===== config.mk =====
export PLATFORM = sky130hd
export DESIGN_NAME = faceplate_alarm_indicators
export DESIGN_NICKNAME = d
export VERILOG_FILES = /design/src/rtl/faceplate_pkg.sv /design/src/rtl/faceplate_alarm_indicators.sv
export SDC_FILE = /design/constraint.sdc
export NUM_CORES = 1
export LEC_CHECK = 0
export BUFFER_PORTS_ARGS = -buffer_cell sky130_fd_sc_hd__buf_4
export CORE_ASPECT_RATIO = 1.5
export CORE_MARGIN = 10
export CORE_UTILIZATION = 56
export DETAILED_ROUTE_END_ITERATION = 10
export PLACE_DENSITY = 0.8
export SKIP_LAST_GASP = 1
export SLEW_MARGIN = 20
export SYNTH_ARGS = -nofsm -noshare
export SYNTH_HDL_FRONTEND = slang
export SYNTH_SLANG_ARGS = --single-unit

===== constraint.sdc =====
create_clock -name clk_i -period 5 [get_ports clk_i]
set_input_delay 0.25 -clock clk_i [delete_from_list [all_inputs] [get_ports clk_i]]
set_output_delay 0.25 -clock clk_i [all_outputs]
set_load 0.05 [all_outputs]

===== src/rtl/faceplate_pkg.sv =====
// package for the faceplate lamp and alarm-silence block
// assumes one 250 MHz system clock; all users name package::item
package faceplate_pkg;

  // clock rate and blink half period
  localparam int unsigned CLK_MHZ        = 250;
  localparam int unsigned BLINK_HALF_MS  = 500;
  localparam int unsigned BLINK_HALF_CYC = BLINK_HALF_MS * 1000 * CLK_MHZ;
  localparam int unsigned DIV_W          = 28;

  // register offsets
  localparam logic [3:0] OFS_CTRL   = 4'h0;
  localparam logic [3:0] OFS_STATUS = 4'h1;
  localparam logic [3:0] OFS_IRQ_ST = 4'h2;
  localparam logic [3:0] OFS_IRQ_EN = 4'h3;
  localparam logic [3:0] OFS_IRQ_CL = 4'h4;
  localparam logic [3:0] OFS_DIV    = 4'h5;
  localparam logic [3:0] OFS_LAMPS  = 4'h6;

  // control field positions
  localparam int unsigned CTRL_BLINK_OFF = 0;
  localparam logic [7:0]  CTRL_RESET    = 8'h00;

  // interrupt event bit positions
  localparam int unsigned EV_SUPPLY_A = 0;
  localparam int unsigned EV_SUPPLY_B = 1;
  localparam int unsigned EV_SILENCE  = 2;
  localparam int unsigned EV_NEWALARM = 3;
  localparam int unsigned EV_W        = 4;

  // lamp colour code
  typedef enum logic [1:0] {
    COL_OFF   = 2'h0,
    COL_GREEN = 2'h1,
    COL_AMBER = 2'h2,
    COL_RED   = 2'h3
  } colour_t;

  // threshold comparisons for one supply, raw at the pins or synchronised
  typedef struct packed {
    logic above_ext_high;
    logic above_high;
    logic below_low;
    logic below_ext_low;
  } supply_cmp_t;

  // local and remote alarm presence
  typedef struct packed {
    logic critical;
    logic major;
    logic minor;
    logic remote;
  } alarm_in_t;

  // alarm-silence states
  typedef enum logic [2:0] {
    SIL_IDLE   = 3'b001,
    SIL_ACTIVE = 3'b010,
    SIL_BROKEN = 3'b100
  } silence_t;

endpackage : faceplate_pkg


===== src/rtl/faceplate_alarm_indicators.sv =====
// faceplate lamps, supply colour bands and alarm-silence control
// assumes pin inputs are asynchronous and the role and supply lamps are driven by colour codes
//
// Decided for this implementation: the strobed register port and the register addresses.
`timescale 1ns/100ps

// Function
// - red failure lamp held steadily lit while card reset is asserted
// - failure lamp flashes while booting or while a write is underway
// - role lamp green when active, amber when standby
// - role lamp blinks for the whole time a database write lasts
// - severe lamp red while any critical local alarm exists
// - second-tier lamp red while any major local alarm exists
// - low-tier lamp amber while any minor local alarm exists
// - far-terminal lamp red on remote alarm, otherwise unlit
// - timing-lock lamp green only while timing is externally locked
// - silence button lights silence lamp green and opens audible relay
// - a new alarm during silencing cancels it; relay follows alarms
// - once silenced alarm clears, silence lamp and relay return idle
// - supply A lamp green between low and high thresholds
// - supply A lamp amber in the high or low margin bands
// - supply A lamp red beyond either extreme threshold
// - supply B lamp uses the same thresholds and bands as A
// - alarm raised whenever either supply leaves its range
module faceplate_alarm_indicators #(
  parameter int unsigned BLINK_HALF_CYC = faceplate_pkg::BLINK_HALF_CYC
) (
  input  wire logic                       clk_i,
  input  wire logic                       rst_n_i,
  input  wire logic                       clk_en_i,
  input  wire logic                       card_reset_i,
  input  wire logic                       booting_i,
  input  wire logic                       writing_i,
  input  wire logic                       db_write_i,
  input  wire logic                       role_active_i,
  input  wire faceplate_pkg::alarm_in_t   alarms_i,
  input  wire logic                       timing_locked_i,
  input  wire logic                       silence_button_i,
  input  wire faceplate_pkg::supply_cmp_t supply_a_i,
  input  wire faceplate_pkg::supply_cmp_t supply_b_i,
  input  wire logic [3:0]                 reg_addr_i,
  input  wire logic [31:0]                reg_wdata_i,
  input  wire logic                       reg_wr_i,
  input  wire logic                       reg_rd_i,
  output logic [31:0]                     reg_rdata_o,
  output logic                            irq_o,
  output logic                            fail_lamp_o,
  output faceplate_pkg::colour_t          role_lamp_o,
  output logic                            severe_alarm_lamp_o,
  output logic                            second_tier_alarm_lamp_o,
  output logic                            low_tier_alarm_lamp_o,
  output logic                            far_terminal_alarm_lamp_o,
  output logic                            timing_lock_lamp_o,
  output logic                            alarm_silence_lamp_o,
  output logic                            audible_relay_o,
  output faceplate_pkg::colour_t          supply_a_lamp_o,
  output faceplate_pkg::colour_t          supply_b_lamp_o,
  output logic                            supply_alarm_o
);

  // pin bits: five card levels, four alarm levels, lock,
  // button and two four-bit supply comparison sets
  localparam int unsigned NPIN = 19;

  // raw pin bundle, passed through a two-stage synchroniser
  logic [NPIN-1:0] pin_raw;
  logic [NPIN-1:0] sync1_q;
  logic [NPIN-1:0] sync2_q;

  assign pin_raw = {card_reset_i, booting_i, writing_i, db_write_i,
                    role_active_i, alarms_i, timing_locked_i,
                    silence_button_i, supply_a_i, supply_b_i};

  // two flip-flops per pin bit
  // the first stage may go metastable, so only the
  // second stage is read by any logic
  genvar gi;
  generate
    for (gi = 0; gi < NPIN; gi++) begin : g_sync
      always_ff @(posedge clk_i) begin
        if (!rst_n_i) begin
          sync1_q[gi] <= 1'b0;
          sync2_q[gi] <= 1'b0;
        end else if (clk_en_i) begin
          sync1_q[gi] <= pin_raw[gi];
          sync2_q[gi] <= sync1_q[gi];
        end
      end
    end
  endgenerate

  // unpack the synchronised bundle
  logic                       s_reset;
  logic                       s_boot;
  logic                       s_write;
  logic                       s_dbw;
  logic                       s_active;
  faceplate_pkg::alarm_in_t   s_alarm;
  logic                       s_lock;
  logic                       s_button;
  faceplate_pkg::supply_cmp_t s_sup_a;
  faceplate_pkg::supply_cmp_t s_sup_b;

  assign {s_reset, s_boot, s_write, s_dbw, s_active, s_alarm, s_lock,
          s_button, s_sup_a, s_sup_b} = sync2_q;

  // software-visible state
  logic [7:0]                           ctrl_q;
  logic [faceplate_pkg::DIV_W-1:0]      div_q;
  logic [faceplate_pkg::EV_W-1:0]       irq_st_q;
  logic [faceplate_pkg::EV_W-1:0]       irq_en_q;

  // blink divider: one source for every flashing pattern
  // blink_q toggles every div_q enabled cycles; a zero
  // divider is refused at the register write
  logic [faceplate_pkg::DIV_W-1:0] blink_cnt_q;
  logic                            blink_q;

  always_ff @(posedge clk_i) begin
    if (!rst_n_i) begin
      blink_cnt_q <= '0;
      blink_q     <= 1'b0;
    end else if (clk_en_i) begin
      if (blink_cnt_q >= div_q - 1'b1) begin
        blink_cnt_q <= '0;
        blink_q     <= ~blink_q;
      end else begin
        blink_cnt_q <= blink_cnt_q + 1'b1;
      end
    end
  end

  // colour band from four ordered threshold flags
  // an extreme flag outranks a margin flag, so a stuck
  // comparator pair never reads as a healthy supply
  function automatic faceplate_pkg::colour_t band(
    input faceplate_pkg::supply_cmp_t c
  );
    if (c.above_ext_high || c.below_ext_low) begin
      band = faceplate_pkg::COL_RED;
    end else if (c.above_high || c.below_low) begin
      band = faceplate_pkg::COL_AMBER;
    end else begin
      band = faceplate_pkg::COL_GREEN;
    end
  endfunction : band

  faceplate_pkg::colour_t band_a;
  faceplate_pkg::colour_t band_b;
  logic                   sup_bad_a;
  logic                   sup_bad_b;
  logic                   blink_ok;
  logic                   any_alarm;

  // supply bands and the role-lamp blink gate; ctrl bit0
  // holds the role lamp steady through a database write
  assign band_a    = band(s_sup_a);
  assign band_b    = band(s_sup_b);
  assign sup_bad_a = (band_a != faceplate_pkg::COL_GREEN);
  assign sup_bad_b = (band_b != faceplate_pkg::COL_GREEN);
  assign blink_ok  = ctrl_q[faceplate_pkg::CTRL_BLINK_OFF] | blink_q;
  assign any_alarm = s_alarm.critical | s_alarm.major | s_alarm.minor
                   | s_alarm.remote | sup_bad_a | sup_bad_b;

  // card-level lamps
  // card reset outranks boot and write flashing; the role
  // lamp goes dark in each off phase while a database write lasts
  always_ff @(posedge clk_i) begin
    if (!rst_n_i) begin
      fail_lamp_o <= 1'b1;
      role_lamp_o <= faceplate_pkg::COL_OFF;
    end else if (clk_en_i) begin
      if (s_reset) begin
        fail_lamp_o <= 1'b1;
      end else if (s_boot || s_write) begin
        fail_lamp_o <= blink_q;
      end else begin
        fail_lamp_o <= 1'b0;
      end
      if (s_dbw && !blink_ok) begin
        role_lamp_o <= faceplate_pkg::COL_OFF;
      end else if (s_active) begin
        role_lamp_o <= faceplate_pkg::COL_GREEN;
      end else begin
        role_lamp_o <= faceplate_pkg::COL_AMBER;
      end
    end
  end

  // network-level and power-level lamps
  // each lamp is one edge behind the synchroniser, so
  // three edges behind its pin
  always_ff @(posedge clk_i) begin
    if (!rst_n_i) begin
      severe_alarm_lamp_o       <= 1'b0;
      second_tier_alarm_lamp_o  <= 1'b0;
      low_tier_alarm_lamp_o     <= 1'b0;
      far_terminal_alarm_lamp_o <= 1'b0;
      timing_lock_lamp_o        <= 1'b0;
      supply_a_lamp_o           <= faceplate_pkg::COL_OFF;
      supply_b_lamp_o           <= faceplate_pkg::COL_OFF;
      supply_alarm_o            <= 1'b0;
    end else if (clk_en_i) begin
      severe_alarm_lamp_o       <= s_alarm.critical;
      second_tier_alarm_lamp_o  <= s_alarm.major;
      low_tier_alarm_lamp_o     <= s_alarm.minor;
      far_terminal_alarm_lamp_o <= s_alarm.remote;
      timing_lock_lamp_o        <= s_lock;
      supply_a_lamp_o           <= band_a;
      supply_b_lamp_o           <= band_b;
      supply_alarm_o            <= sup_bad_a | sup_bad_b;
    end
  end

  // alarm-silence machine; new alarm = a rising alarm bit
  // broken: a fresh alarm cancelled the silence, and a
  // further press may silence again; a press with no
  // alarm present is ignored
  faceplate_pkg::silence_t sil_q;
  logic [5:0]              alm_vec;
  logic [5:0]              alm_prev_q;
  logic                    btn_prev_q;
  logic                    btn_press;
  logic                    new_alarm;

  assign alm_vec   = {s_alarm, sup_bad_a, sup_bad_b};
  assign btn_press = s_button & ~btn_prev_q;
  assign new_alarm = |(alm_vec & ~alm_prev_q);

  always_ff @(posedge clk_i) begin
    if (!rst_n_i) begin
      alm_prev_q <= '0;
      btn_prev_q <= 1'b0;
    end else if (clk_en_i) begin
      alm_prev_q <= alm_vec;
      btn_prev_q <= s_button;
    end
  end

  always_ff @(posedge clk_i) begin
    if (!rst_n_i) begin
      sil_q <= faceplate_pkg::SIL_IDLE;
    end else if (clk_en_i) begin
      case (sil_q)
        faceplate_pkg::SIL_IDLE: begin
          if (btn_press && any_alarm) begin
            sil_q <= faceplate_pkg::SIL_ACTIVE;
          end
        end
        faceplate_pkg::SIL_ACTIVE: begin
          if (!any_alarm) begin
            sil_q <= faceplate_pkg::SIL_IDLE;
          end else if (new_alarm) begin
            sil_q <= faceplate_pkg::SIL_BROKEN;
          end
        end
        faceplate_pkg::SIL_BROKEN: begin
          if (!any_alarm) begin
            sil_q <= faceplate_pkg::SIL_IDLE;
          end else if (btn_press) begin
            sil_q <= faceplate_pkg::SIL_ACTIVE;
          end
        end
        default: begin
          sil_q <= faceplate_pkg::SIL_IDLE;
        end
      endcase
    end
  end

  // silence lamp and audible relay closure
  // relay closes while any alarm is present and silencing does not hold
  always_ff @(posedge clk_i) begin
    if (!rst_n_i) begin
      alarm_silence_lamp_o <= 1'b0;
      audible_relay_o      <= 1'b0;
    end else if (clk_en_i) begin
      alarm_silence_lamp_o <= (sil_q == faceplate_pkg::SIL_ACTIVE);
      audible_relay_o      <= any_alarm
                            & (sil_q != faceplate_pkg::SIL_ACTIVE);
    end
  end

  // sticky event flags; a set in the clear cycle wins
  // supply events are rising edges of the bad flags; irq_o
  // uses the next status so it rises with the flag, while
  // an enable change shows one cycle later
  logic [faceplate_pkg::EV_W-1:0] ev;
  logic [faceplate_pkg::EV_W-1:0] ev_clr;
  logic                           sup_a_prev_q;
  logic                           sup_b_prev_q;

  assign ev[faceplate_pkg::EV_SUPPLY_A] = sup_bad_a & ~sup_a_prev_q;
  assign ev[faceplate_pkg::EV_SUPPLY_B] = sup_bad_b & ~sup_b_prev_q;
  assign ev[faceplate_pkg::EV_SILENCE]  = btn_press;
  assign ev[faceplate_pkg::EV_NEWALARM] = new_alarm;
  assign ev_clr = (reg_wr_i && reg_addr_i == faceplate_pkg::OFS_IRQ_CL)
                ? reg_wdata_i[faceplate_pkg::EV_W-1:0] : '0;

  always_ff @(posedge clk_i) begin
    if (!rst_n_i) begin
      irq_st_q     <= '0;
      sup_a_prev_q <= 1'b0;
      sup_b_prev_q <= 1'b0;
      irq_o        <= 1'b0;
    end else if (clk_en_i) begin
      sup_a_prev_q <= sup_bad_a;
      sup_b_prev_q <= sup_bad_b;
      irq_st_q     <= (irq_st_q & ~ev_clr) | ev;
      irq_o        <= |(((irq_st_q & ~ev_clr) | ev) & irq_en_q);
    end
  end

  // register writes
  // read-only and unmapped words ignore writes
  always_ff @(posedge clk_i) begin
    if (!rst_n_i) begin
      ctrl_q   <= faceplate_pkg::CTRL_RESET;
      div_q    <= BLINK_HALF_CYC[faceplate_pkg::DIV_W-1:0];
      irq_en_q <= '0;
    end else if (clk_en_i && reg_wr_i) begin
      case (reg_addr_i)
        faceplate_pkg::OFS_CTRL: begin
          ctrl_q <= reg_wdata_i[7:0];
        end
        faceplate_pkg::OFS_DIV: begin
          if (reg_wdata_i[faceplate_pkg::DIV_W-1:0] != '0) begin
            div_q <= reg_wdata_i[faceplate_pkg::DIV_W-1:0];
          end
        end
        faceplate_pkg::OFS_IRQ_EN: begin
          irq_en_q <= reg_wdata_i[faceplate_pkg::EV_W-1:0];
        end
        default: begin
        end
      endcase
    end
  end

  // register reads, data in the following cycle
  // a cycle with no read strobe returns zero, so the
  // data bus may be or-ed with other slaves
  logic [31:0] rd_mux;

  always_comb begin
    rd_mux = '0;
    case (reg_addr_i)
      faceplate_pkg::OFS_CTRL:   rd_mux = {24'h000000, ctrl_q};
      faceplate_pkg::OFS_STATUS: rd_mux = {23'h000000, sil_q, sync2_q[18:13]};
      faceplate_pkg::OFS_IRQ_ST: rd_mux = {28'h0000000, irq_st_q};
      faceplate_pkg::OFS_IRQ_EN: rd_mux = {28'h0000000, irq_en_q};
      faceplate_pkg::OFS_DIV:    rd_mux = {4'h0, div_q};
      // lamp word, low bit first: supply alarm, fail,
      // silence, relay, role, supply A, supply B
      faceplate_pkg::OFS_LAMPS:  rd_mux = {22'h000000, supply_b_lamp_o,
                                           supply_a_lamp_o, role_lamp_o,
                                           audible_relay_o,
                                           alarm_silence_lamp_o,
                                           fail_lamp_o, supply_alarm_o};
      default:                   rd_mux = '0;
    endcase
  end

  always_ff @(posedge clk_i) begin
    if (!rst_n_i) begin
      reg_rdata_o <= '0;
    end else if (clk_en_i) begin
      reg_rdata_o <= reg_rd_i ? rd_mux : '0;
    end
  end

endmodule : faceplate_alarm_indicators


==> results.toml, run 1 <==
[drt]
routed_wl_um = 20100
dr.first_iter.drc_count = 395
postRouteAntennaNets = 0
first_pass_iters = 5
wl_per_cell_um = 18.0
drc = 0
num_vias = 6649
via_per_inst = 5.97

[synthesis]
syn_area_per_cell_um2 = 8.98
synthXorXnorAreaFrac = 0.0577
synth_top_area_share = 0.411
ys.flop_type = "dfxtp_1"
synthTopCellsByArea = "dfxtp_1 (41%), mux2i_1 (12%), nor2_1 (6.7%), ha_1 (4.8%), a22oi_1 (3.0%)"
netlist_instances = 863
synth_most_common_cell = "dfxtp_1"
synth-compound-area-share = 0.100
ys_types = 61
synth_area_um2 = 7750
yosysWarnings = 0
synthArstFlopShare = 0
synthMuxAreaShare = 0.125
synth_common_cells = "dfxtp_1 (159), nor2_1 (139), mux2i_1 (92), nand2_1 (54), nor3_1 (38)"
synth_top_family_by_area = "simple AND/OR/NAND/NOR gates"
ys_seq_area_frac = 0.411
synth_fa_ha_area_frac = 0.0484
synth_top_area_cell = "dfxtp_1"
synth_edf_count = 0
synthSimpleGateAreaFrac = 0.220
synth-seq-cells = 159

[global_route]
grt_first_pass_wirelength_um = 32200
grtUsageTotal = 0.211
grt_overflow = 0
grt_antenna_before_repair = 0
grt_max_degree = 73
grt_pass1_vias = 6579

[hold_path]
hold_path_depth = 3
hold_class = "in -> reg"

[critical_path]
start_kind = "register"
cp.required_ps = 5350
setup.worst_path.end_class = "register"
arrival_ps = 4690
critPathKind = "reg -> reg"
cp_max_fo = 25
r2r_cells = 15

[sta]
min_period_ps = 4340
relSlewSlack = 0.149
fin_crit_sh = 0.867
slew_violations = 0
rsz0062_at_grt = "false"
setup_tns_ps = 0
worst_pin_slew_ps = 1270
hold_viol = 0
hold_ws_ps = 39.9
fin_skew_ps = 10.6
setup_viol = 0
timing.fmax_ghz = 0.231

[clocking]
htree_levels = 4
clockBufferDepth = 2
cts_root_buf = "clkbuf_16"
cts_buffers = 17
cts_hold_buf = 0
cts_tree = "built"
cts_sinks = 159
post_cts_buffers = 0
clk_latency_ps = 430
cts_resized = 0
clkTransAtPathRegs_ps = 70

[place]
placed_cells = 1081
place_hpwl_um = 14500
place_congestion = 0.866
numPortBuffers = 99

[pwr]
total_power_mw = 2.88
power_density_nw_per_um2 = 316
p_leak_nw = 3.92
peakVddDrop_uv = 347

[run_status]
status = "complete, no violations"

[floorplanning]
die_x_um = 116
pin_count = 108
initial_core_util = 0.572
num_rows = 52
die_h_um = 164
core_um2 = 13500
die_area_um2 = 19000

[finish]
final_cell_count_no_fill = 1113
syn2layout_area_growth_pct = 17.8
drive_above_1_share = 0.166
fin_nets = 1028
antenna_cells = 0

[run]
maxCapViolCount = 0
==> power by group <==
part,internal (mW),switching (mW),total (mW)
logic,0.0957,0.155,0.251
registers,1.30,0.0253,1.32
clock network,0.716,0.593,1.31
total,2.11,0.774,2.88
==> through the flow <==
stage | instance area (um^2) | util | setup slack, ps
after floorplan | 7760 | - | 1320
after global placement | 8530 | 0.630 | 831
after detailed placement | 8530 | 0.630 | 714
after CTS | 9130 | 0.675 | 679
after global routing | 9130 | 0.675 | 260
final | 9130 | 0.675 | 664
==> cell families after synthesis <==
group / after synthesis
buffers and inverters: 65
other: 1
AOI/OAI and AO/OA: 115
xor gates and xnor gates: 51
muxes: 96
DFF: 159
adders and majority gates: 30
and+or+nand+nor: 346
==> sequential cells by signal, summed over array words and instances, names as in the netlist, 2 cells and up <==
register,count
s_sup_b,4
irq_en_q,4
irq_st_q,4
ctrl_q,8
blink_cnt_q,28
reg_rdata_o,28
sil_q,3
supply_a_lamp_o,2
sync1_q,19
role_lamp_o,2
alm_prev_q,3
supply_b_lamp_o,2
div_q,28
alm_vec,4
s_sup_a,4
==> placed cells by master, fill, tap and decap left out, types with 3 or more instances in the layout <==
cell type,synthesis,final
or4_1,3,3
a221oi_1,4,4
o21ai_0,16,16
a211oi_1,4,4
nor2_1,139,139
nand2_1,54,54
buf_4,8,105
a21o_1,4,4
nor3_1,38,38
or3_1,3,3
nor4_1,20,20
a22oi_1,31,31
o22ai_1,6,6
mux2_2,4,4
nor2b_1,10,10
nor3b_1,3,3
clkbuf_16,0,17
xor2_1,25,25
conb_1,1,4
nand4_1,17,17
dfxtp_1,159,159
and3_1,7,7
mux2i_1,92,92
nand3_1,16,16
clkinv_4,0,3
nand3b_1,8,8
a21oi_1,28,28
and2_1,3,3
nor3_2,3,3
ha_1,30,30
nand2b_1,8,8
xnor2_1,26,26
inv_8,0,5
o32a_1,3,3
inv_1,11,11
==> critical path: stages (launching register included) <==
cell	delay, ps
dfxtp_1	350
inv_1	90
ha_1	170
nor3b_1	390
nand3b_1	220
nor2_1	290
nand3b_1	200
nor3_1	260
xnor2_1	100
ha_1	320
nand4_1	170
or4_1	570
a31oi_1	460
o21a_1	180
buf_4	280
mux2i_1	210
==> path summary, 6_finish.rpt <==
check                                              from                 endpoint  slack [ps]
worst max-delay path              div_q[0]$_SDFFE_PN0P_     blink_q$_SDFFE_PN0P_         660
worst min-delay path                    reg_wdata_i[22]   div_q[22]$_SDFFE_PN1P_          40
worst max register to register    div_q[0]$_SDFFE_PN0P_     blink_q$_SDFFE_PN0P_         660
worst min register to register  btn_prev_q$_SDFFE_PN0P_  btn_prev_q$_SDFFE_PN0P_         490
==> routing by layer <==
layer | up-vias | global-route usage | wire length, um
li1 | 3226 | - | -
met1 | 3167 | 0.224 | 7770
met2 | 209 | 0.376 | 10500
met3 | 47 | 0.0493 | 1140
met4 | 0 | 0.106 | 704
met5 | - | 0 | 0
==> layout make-up <==
type                            count  area, um^2
Multi-Input combinational cell    642        4310
Clock inverter                     14         170
Sequential cell                   159        3180
Timing Repair Buffer              105         788
Tap cell                          162         203
Inverter                           13        51.3
Clock buffer                       18         429
Fill cell                        1075        4400
Power figures use the tool's default switching activity.
==> inputs of run 2 (changes only) <==
--- a/config.mk
+++ b/config.mk
@@ -16,3 +16,4 @@
 export SYNTH_ARGS = -nofsm -noshare
 export SYNTH_HDL_FRONTEND = slang
 export SYNTH_SLANG_ARGS = --single-unit
+export TNS_END_PERCENT = 100
==> constraint.sdc (replaced) <==
create_clock -name clk_i -period 4 [get_ports clk_i]
set_input_delay 0.2 -clock clk_i [delete_from_list [all_inputs] [get_ports clk_i]]
set_output_delay 0.2 -clock clk_i [all_outputs]
set_load 0.05 [all_outputs]
==> run 2 against run 1 <==
Effect of this change: worst setup slack got worse by 450 ps; core utilization rose by 1.2 points; combinational power rose by 30%; routed wire length rose by 2.1%; hold slack got worse by 38 ps; global-route usage rose by 0.42 points; via count rose by 0.26%; critical endpoint is now blink_cnt_q[3]$_SDFFE_PN0P_.
==> results.toml, run 2 (same netlist as run 1, synthesis figures left out) <==
[clocking]
cts_root_buf = "clkbuf_16"
clockBufferDepth = 2
clk_latency_ps = 430
clkTransAtPathRegs_ps = 70
cts_tree = "built"
cts_buffers = 17
htree_levels = 4
cts_sinks = 159

[critical_path]
critPathKind = "reg -> reg"
start_kind = "register"
setup.worst_path.end_class = "register"
cp.required_ps = 4320
cp_max_fo = 5
r2r_cells = 13
arrival_ps = 4110

[pwr]
total_power_mw = 3.51
p_leak_nw = 4.00
peakVddDrop_uv = 265
power_density_nw_per_um2 = 378

[sta]
fin_skew_ps = 10.7
setup_ws_ps = 213
slew_violations = 0
timing.fmax_ghz = 0.264
worst_pin_slew_ps = 815
fin_crit_sh = 0.947
min_period_ps = 3790
setup_viol = 0
hold_viol = 0
hold_ws_ps = 1.88
relSlewSlack = 0.449

[floorplanning]
die_x_um = 116
die_area_um2 = 19000
die_h_um = 164
initial_core_util = 0.572
core_um2 = 13500
pin_count = 108
num_rows = 52

[finish]
antenna_cells = 0
design_area_um2 = 9290
drive_above_1_share = 0.179
final_common_cell = "dfxtp_1"
fin_nets = 1047
syn2layout_area_growth_pct = 19.9
fillers = 1094
reg_top3 = "blink_cnt_q: 28 flops, div_q: 28 flops, reg_rdata_o: 28 flops"
most-common-layout-cells = "dfxtp_1 (159), nor2_1 (138), buf_4 (114)"

[drt]
postRouteAntennaNets = 0
via_per_inst = 5.89
routed_wl_um = 20500
num_vias = 6666
wl_per_cell_um = 18.1
dr.first_iter.drc_count = 423
first_pass_iters = 8
drc = 0

[global_route]
grt_antenna_before_repair = 0
grt_pass1_vias = 6513
grt_overflow = 0
grt_first_pass_wirelength_um = 32400
grt_max_degree = 69
grtUsageTotal = 0.215

[place]
dpl_cell_area_um2 = 8600
numPortBuffers = 99
place_hpwl_um = 14900
place_congestion = 0.863
dp_slack_ps = 225

[hold_path]
hold_path_depth = 3
hold_class = "in -> reg"

[run]
maxCapViolCount = 0

[run_status]
status = "complete, no violations"
-- run 2: layer usage --
metal | wire, um | vias up | GRT usage
met3 | 1140 | 36 | 0.0518
li1 | - | 3264 | -
met1 | 7910 | 3178 | 0.232
met2 | 11100 | 188 | 0.388
met5 | 0 | - | 0
met4 | 395 | 0 | 0.0885
-- run 2: final timing paths --
kind,startpoint,to,slack (ps)
worst min-delay path,alarms_i[1],sync1_q[11]$_SDFFE_PN0P_,2
worst max-delay path,div_q[0]$_SDFFE_PN0P_,blink_cnt_q[3]$_SDFFE_PN0P_,210
worst min register to register,btn_prev_q$_SDFFE_PN0P_,btn_prev_q$_SDFFE_PN0P_,490
worst max register to register,div_q[0]$_SDFFE_PN0P_,blink_cnt_q[3]$_SDFFE_PN0P_,210
-- run 2: critical path: stages (launching register included) --
cell	delay [ps]
dfxtp_1	360
or4_4	600
nor3_4	280
nand3b_2	140
or2_4	290
nor3_2	170
xnor2_1	90
ha_1	320
nand4_1	150
or4_1	580
a31oi_2	190
buf_4	170
nor4_1	50
o31a_1	280
-- run 2: timing repair --
item / in CTS / in global routing
hold buffers: 9 / 0
endpoints found under the setup margin: 0 / 29
gates resized for setup: 0 / 6
buffers inserted: 0 / 2
endpoints found under the hold margin: 9 / 0
-- run 2: per-stage QoR --
step | instances | TNS, ps | util
finish | 1132 | 0 | 0.687
global route | 1132 | -3.55 | 0.687
CTS | 1130 | 0 | 0.683
detailed placement | 1089 | 0 | 0.636
global placement | 1089 | 0 | 0.636
floorplan | 866 | 0 | -
-- run 2: final cells by class --
class,instances,area (um^2),area share
well taps,162,203,0.0218
flip-flops and latches,159,3180,0.343
multi-input cells,642,4330,0.466
clock buffers,18,429,0.0462
inverters,13,51.3,0.00552
repair buffers,124,966,0.104
clock inverters,14,125,0.0135
-- run 2: power by group --
part / leakage (nW) / internal [mW] / switching, mW
registers: 1.29 / 1.62 / 0.0318
logic: 2.44 / 0.129 / 0.197
clock network: 0.268 / 0.814 / 0.721
==> inputs of run 3 (changes only) <==
--- a/config.mk
+++ b/config.mk
@@ -6,11 +6,14 @@
 export NUM_CORES = 1
 export LEC_CHECK = 0
 export BUFFER_PORTS_ARGS = -buffer_cell sky130_fd_sc_hd__buf_4
+export CAP_MARGIN = 20
+export CELL_PAD_IN_SITES_DETAIL_PLACEMENT = 0
+export CELL_PAD_IN_SITES_GLOBAL_PLACEMENT = 1
 export CORE_ASPECT_RATIO = 1.5
 export CORE_MARGIN = 10
-export CORE_UTILIZATION = 56
+export CORE_UTILIZATION = 44
 export DETAILED_ROUTE_END_ITERATION = 10
-export PLACE_DENSITY = 0.8
+export PLACE_DENSITY = 0.82
 export SKIP_LAST_GASP = 1
 export SLEW_MARGIN = 20
 export SYNTH_ARGS = -nofsm -noshare
==> run 3 against run 2 <==
Effect of this change: clock skew up 3.9 ps; register-to-register slack worse by 20 ps; via count down 0.30%; sequential cell count unchanged; total power up 3.8%; sequential power about the same; critical path depth unchanged; core utilization down 14 points; fmax down 0.41%; global-route usage down 3.3 points; first-iteration DRC count down 10%; design area up 2.4%.
==> results.toml, run 3 (same netlist as run 1, synthesis figures left out) <==
[hold_path]
hold_class = "in -> reg"
worstHoldStart = "supply_b_i[2]"

[critical_path]
start_kind = "register"
crit_start = "div_q[12]$_SDFFE_PN1P_"
setup.worst_path.end_class = "register"
cp.required_ps = 4260
critPathKind = "reg -> reg"
cp_max_fo = 24
timing.rr.start = "div_q[12]$_SDFFE_PN1P_"
arrival_ps = 4070

[sta]
setup_viol = 0
setup_tns_ps = 0
slew_violations = 0
hold_ws_ps = 8.87
setup_ws_ps = 197
timing.fmax_ghz = 0.263
hold_viol = 0
fin_skew_ps = 14.6
worst_pin_slew_ps = 1020
rsz0062_at_grt = "false"
min_period_ps = 3800
relSlewSlack = 0.322
fin_crit_sh = 0.951

[finish]
drive_above_1_share = 0.177
design_area_um2 = 9510
final_common_cell = "dfxtp_1"
reg_top3 = "blink_cnt_q: 28 flops, div_q: 28 flops, reg_rdata_o: 28 flops"
syn2layout_area_growth_pct = 22.8
antenna_cells = 0
final_cell_count_no_fill = 1193
fin_util = 0.548
fin_nets = 1058
most-common-layout-cells = "dfxtp_1 (159), nor2_1 (139), buf_4 (114)"

[run_status]
status = "complete, no violations"

[global_route]
grt_pass1_vias = 6582
grt_first_pass_wirelength_um = 34300
grt_overflow = 0
grtUsageTotal = 0.182
grt_antenna_before_repair = 0
grt_max_degree = 98

[floorplanning]
num_rows = 59
core_um2 = 17300
die_area_um2 = 23400
die_x_um = 128
pin_count = 108
initial_core_util = 0.447
die_h_um = 183

[drt]
wl_per_cell_um = 18.0
num_vias = 6646
drc = 0
first_pass_iters = 5
via_per_inst = 5.57
dr.first_iter.drc_count = 380
postRouteAntennaNets = 0
routed_wl_um = 21500

[place]
dp_slack_ps = 192
place_hpwl_um = 15700
dpl_cell_area_um2 = 8670
placed_cells = 1141
place_congestion = 0.837
numPortBuffers = 99

[pwr]
power_density_nw_per_um2 = 383
peakVddDrop_uv = 273
total_power_mw = 3.64
p_leak_nw = 4.06

[run]
maxCapViolCount = 0

[clocking]
cts_root_buf = "clkbuf_16"
clkTransAtPathRegs_ps = 60
cts_buffers = 17
cts_sinks = 159
cts_tree = "built"
clk_latency_ps = 430
clockBufferDepth = 2
htree_levels = 4
[run 3: cell count changes in the layout (fill, tap and decap cells not counted), sizes merged]
cell / before / now
clkinv: 6 / 1
dlygate4sd3: 9 / 20
clkinvlp: 2 / 3
clkbuf: 18 / 19
bufinv: 0 / 2
[run 3: path summary, 6_finish.rpt]
kind,to,slack (ps),cells after the start
setup / recovery,blink_cnt_q[11]$_SDFFE_PN0P_,200,13
hold / removal,sync1_q[2]$_SDFFE_PN0P_,9,3
hold reg to reg,sync1_q[4]$_SDFFE_PN0P_,490,2
setup reg to reg,blink_cnt_q[11]$_SDFFE_PN0P_,200,13
[run 3: final cells by class]
cell class / count / area [um^2]
fillers: 1642 / 7840
multi-input cells: 642 / 4330
flip-flops and latches: 159 / 3180
repair buffers: 135 / 1080
clock buffers: 19 / 453
well taps: 213 / 267
clock inverters: 12 / 149
inverters: 13 / 51.3
[run 3: timing repair]
action	in CTS	in global routing
gates resized for setup	0	5
hold buffers	20	0
hold endpoints to repair	20	0
buffers inserted	0	1
endpoints found under the setup margin	0	29
[run 3: worst max-delay path: stages, from the launching register on]
cell,delay (ps)
dfxtp_1,360
or4_4,560
nor4_4,300
nand3b_2,160
or2_4,300
nor3_2,180
xnor2_1,110
ha_1,300
nand4_1,140
or4_1,580
a31oi_2,190
o21a_1,220
buf_12,180
nor3_1,60
[run 3: power breakdown]
group	switching, mW	leakage, nW	total [mW]	internal (mW)
Sequential	0.0312	1.29	1.65	1.62
Combinational	0.200	2.49	0.336	0.136
Clock	0.692	0.287	1.66	0.966
[run 3: per-layer routing]
metal	global-route usage	routed length (um)	vias up
met2	0.329	11400	148
li1	-	-	3294
met5	0	0	-
met4	0.0714	567	0
met3	0.0435	911	39
met1	0.196	8600	3165
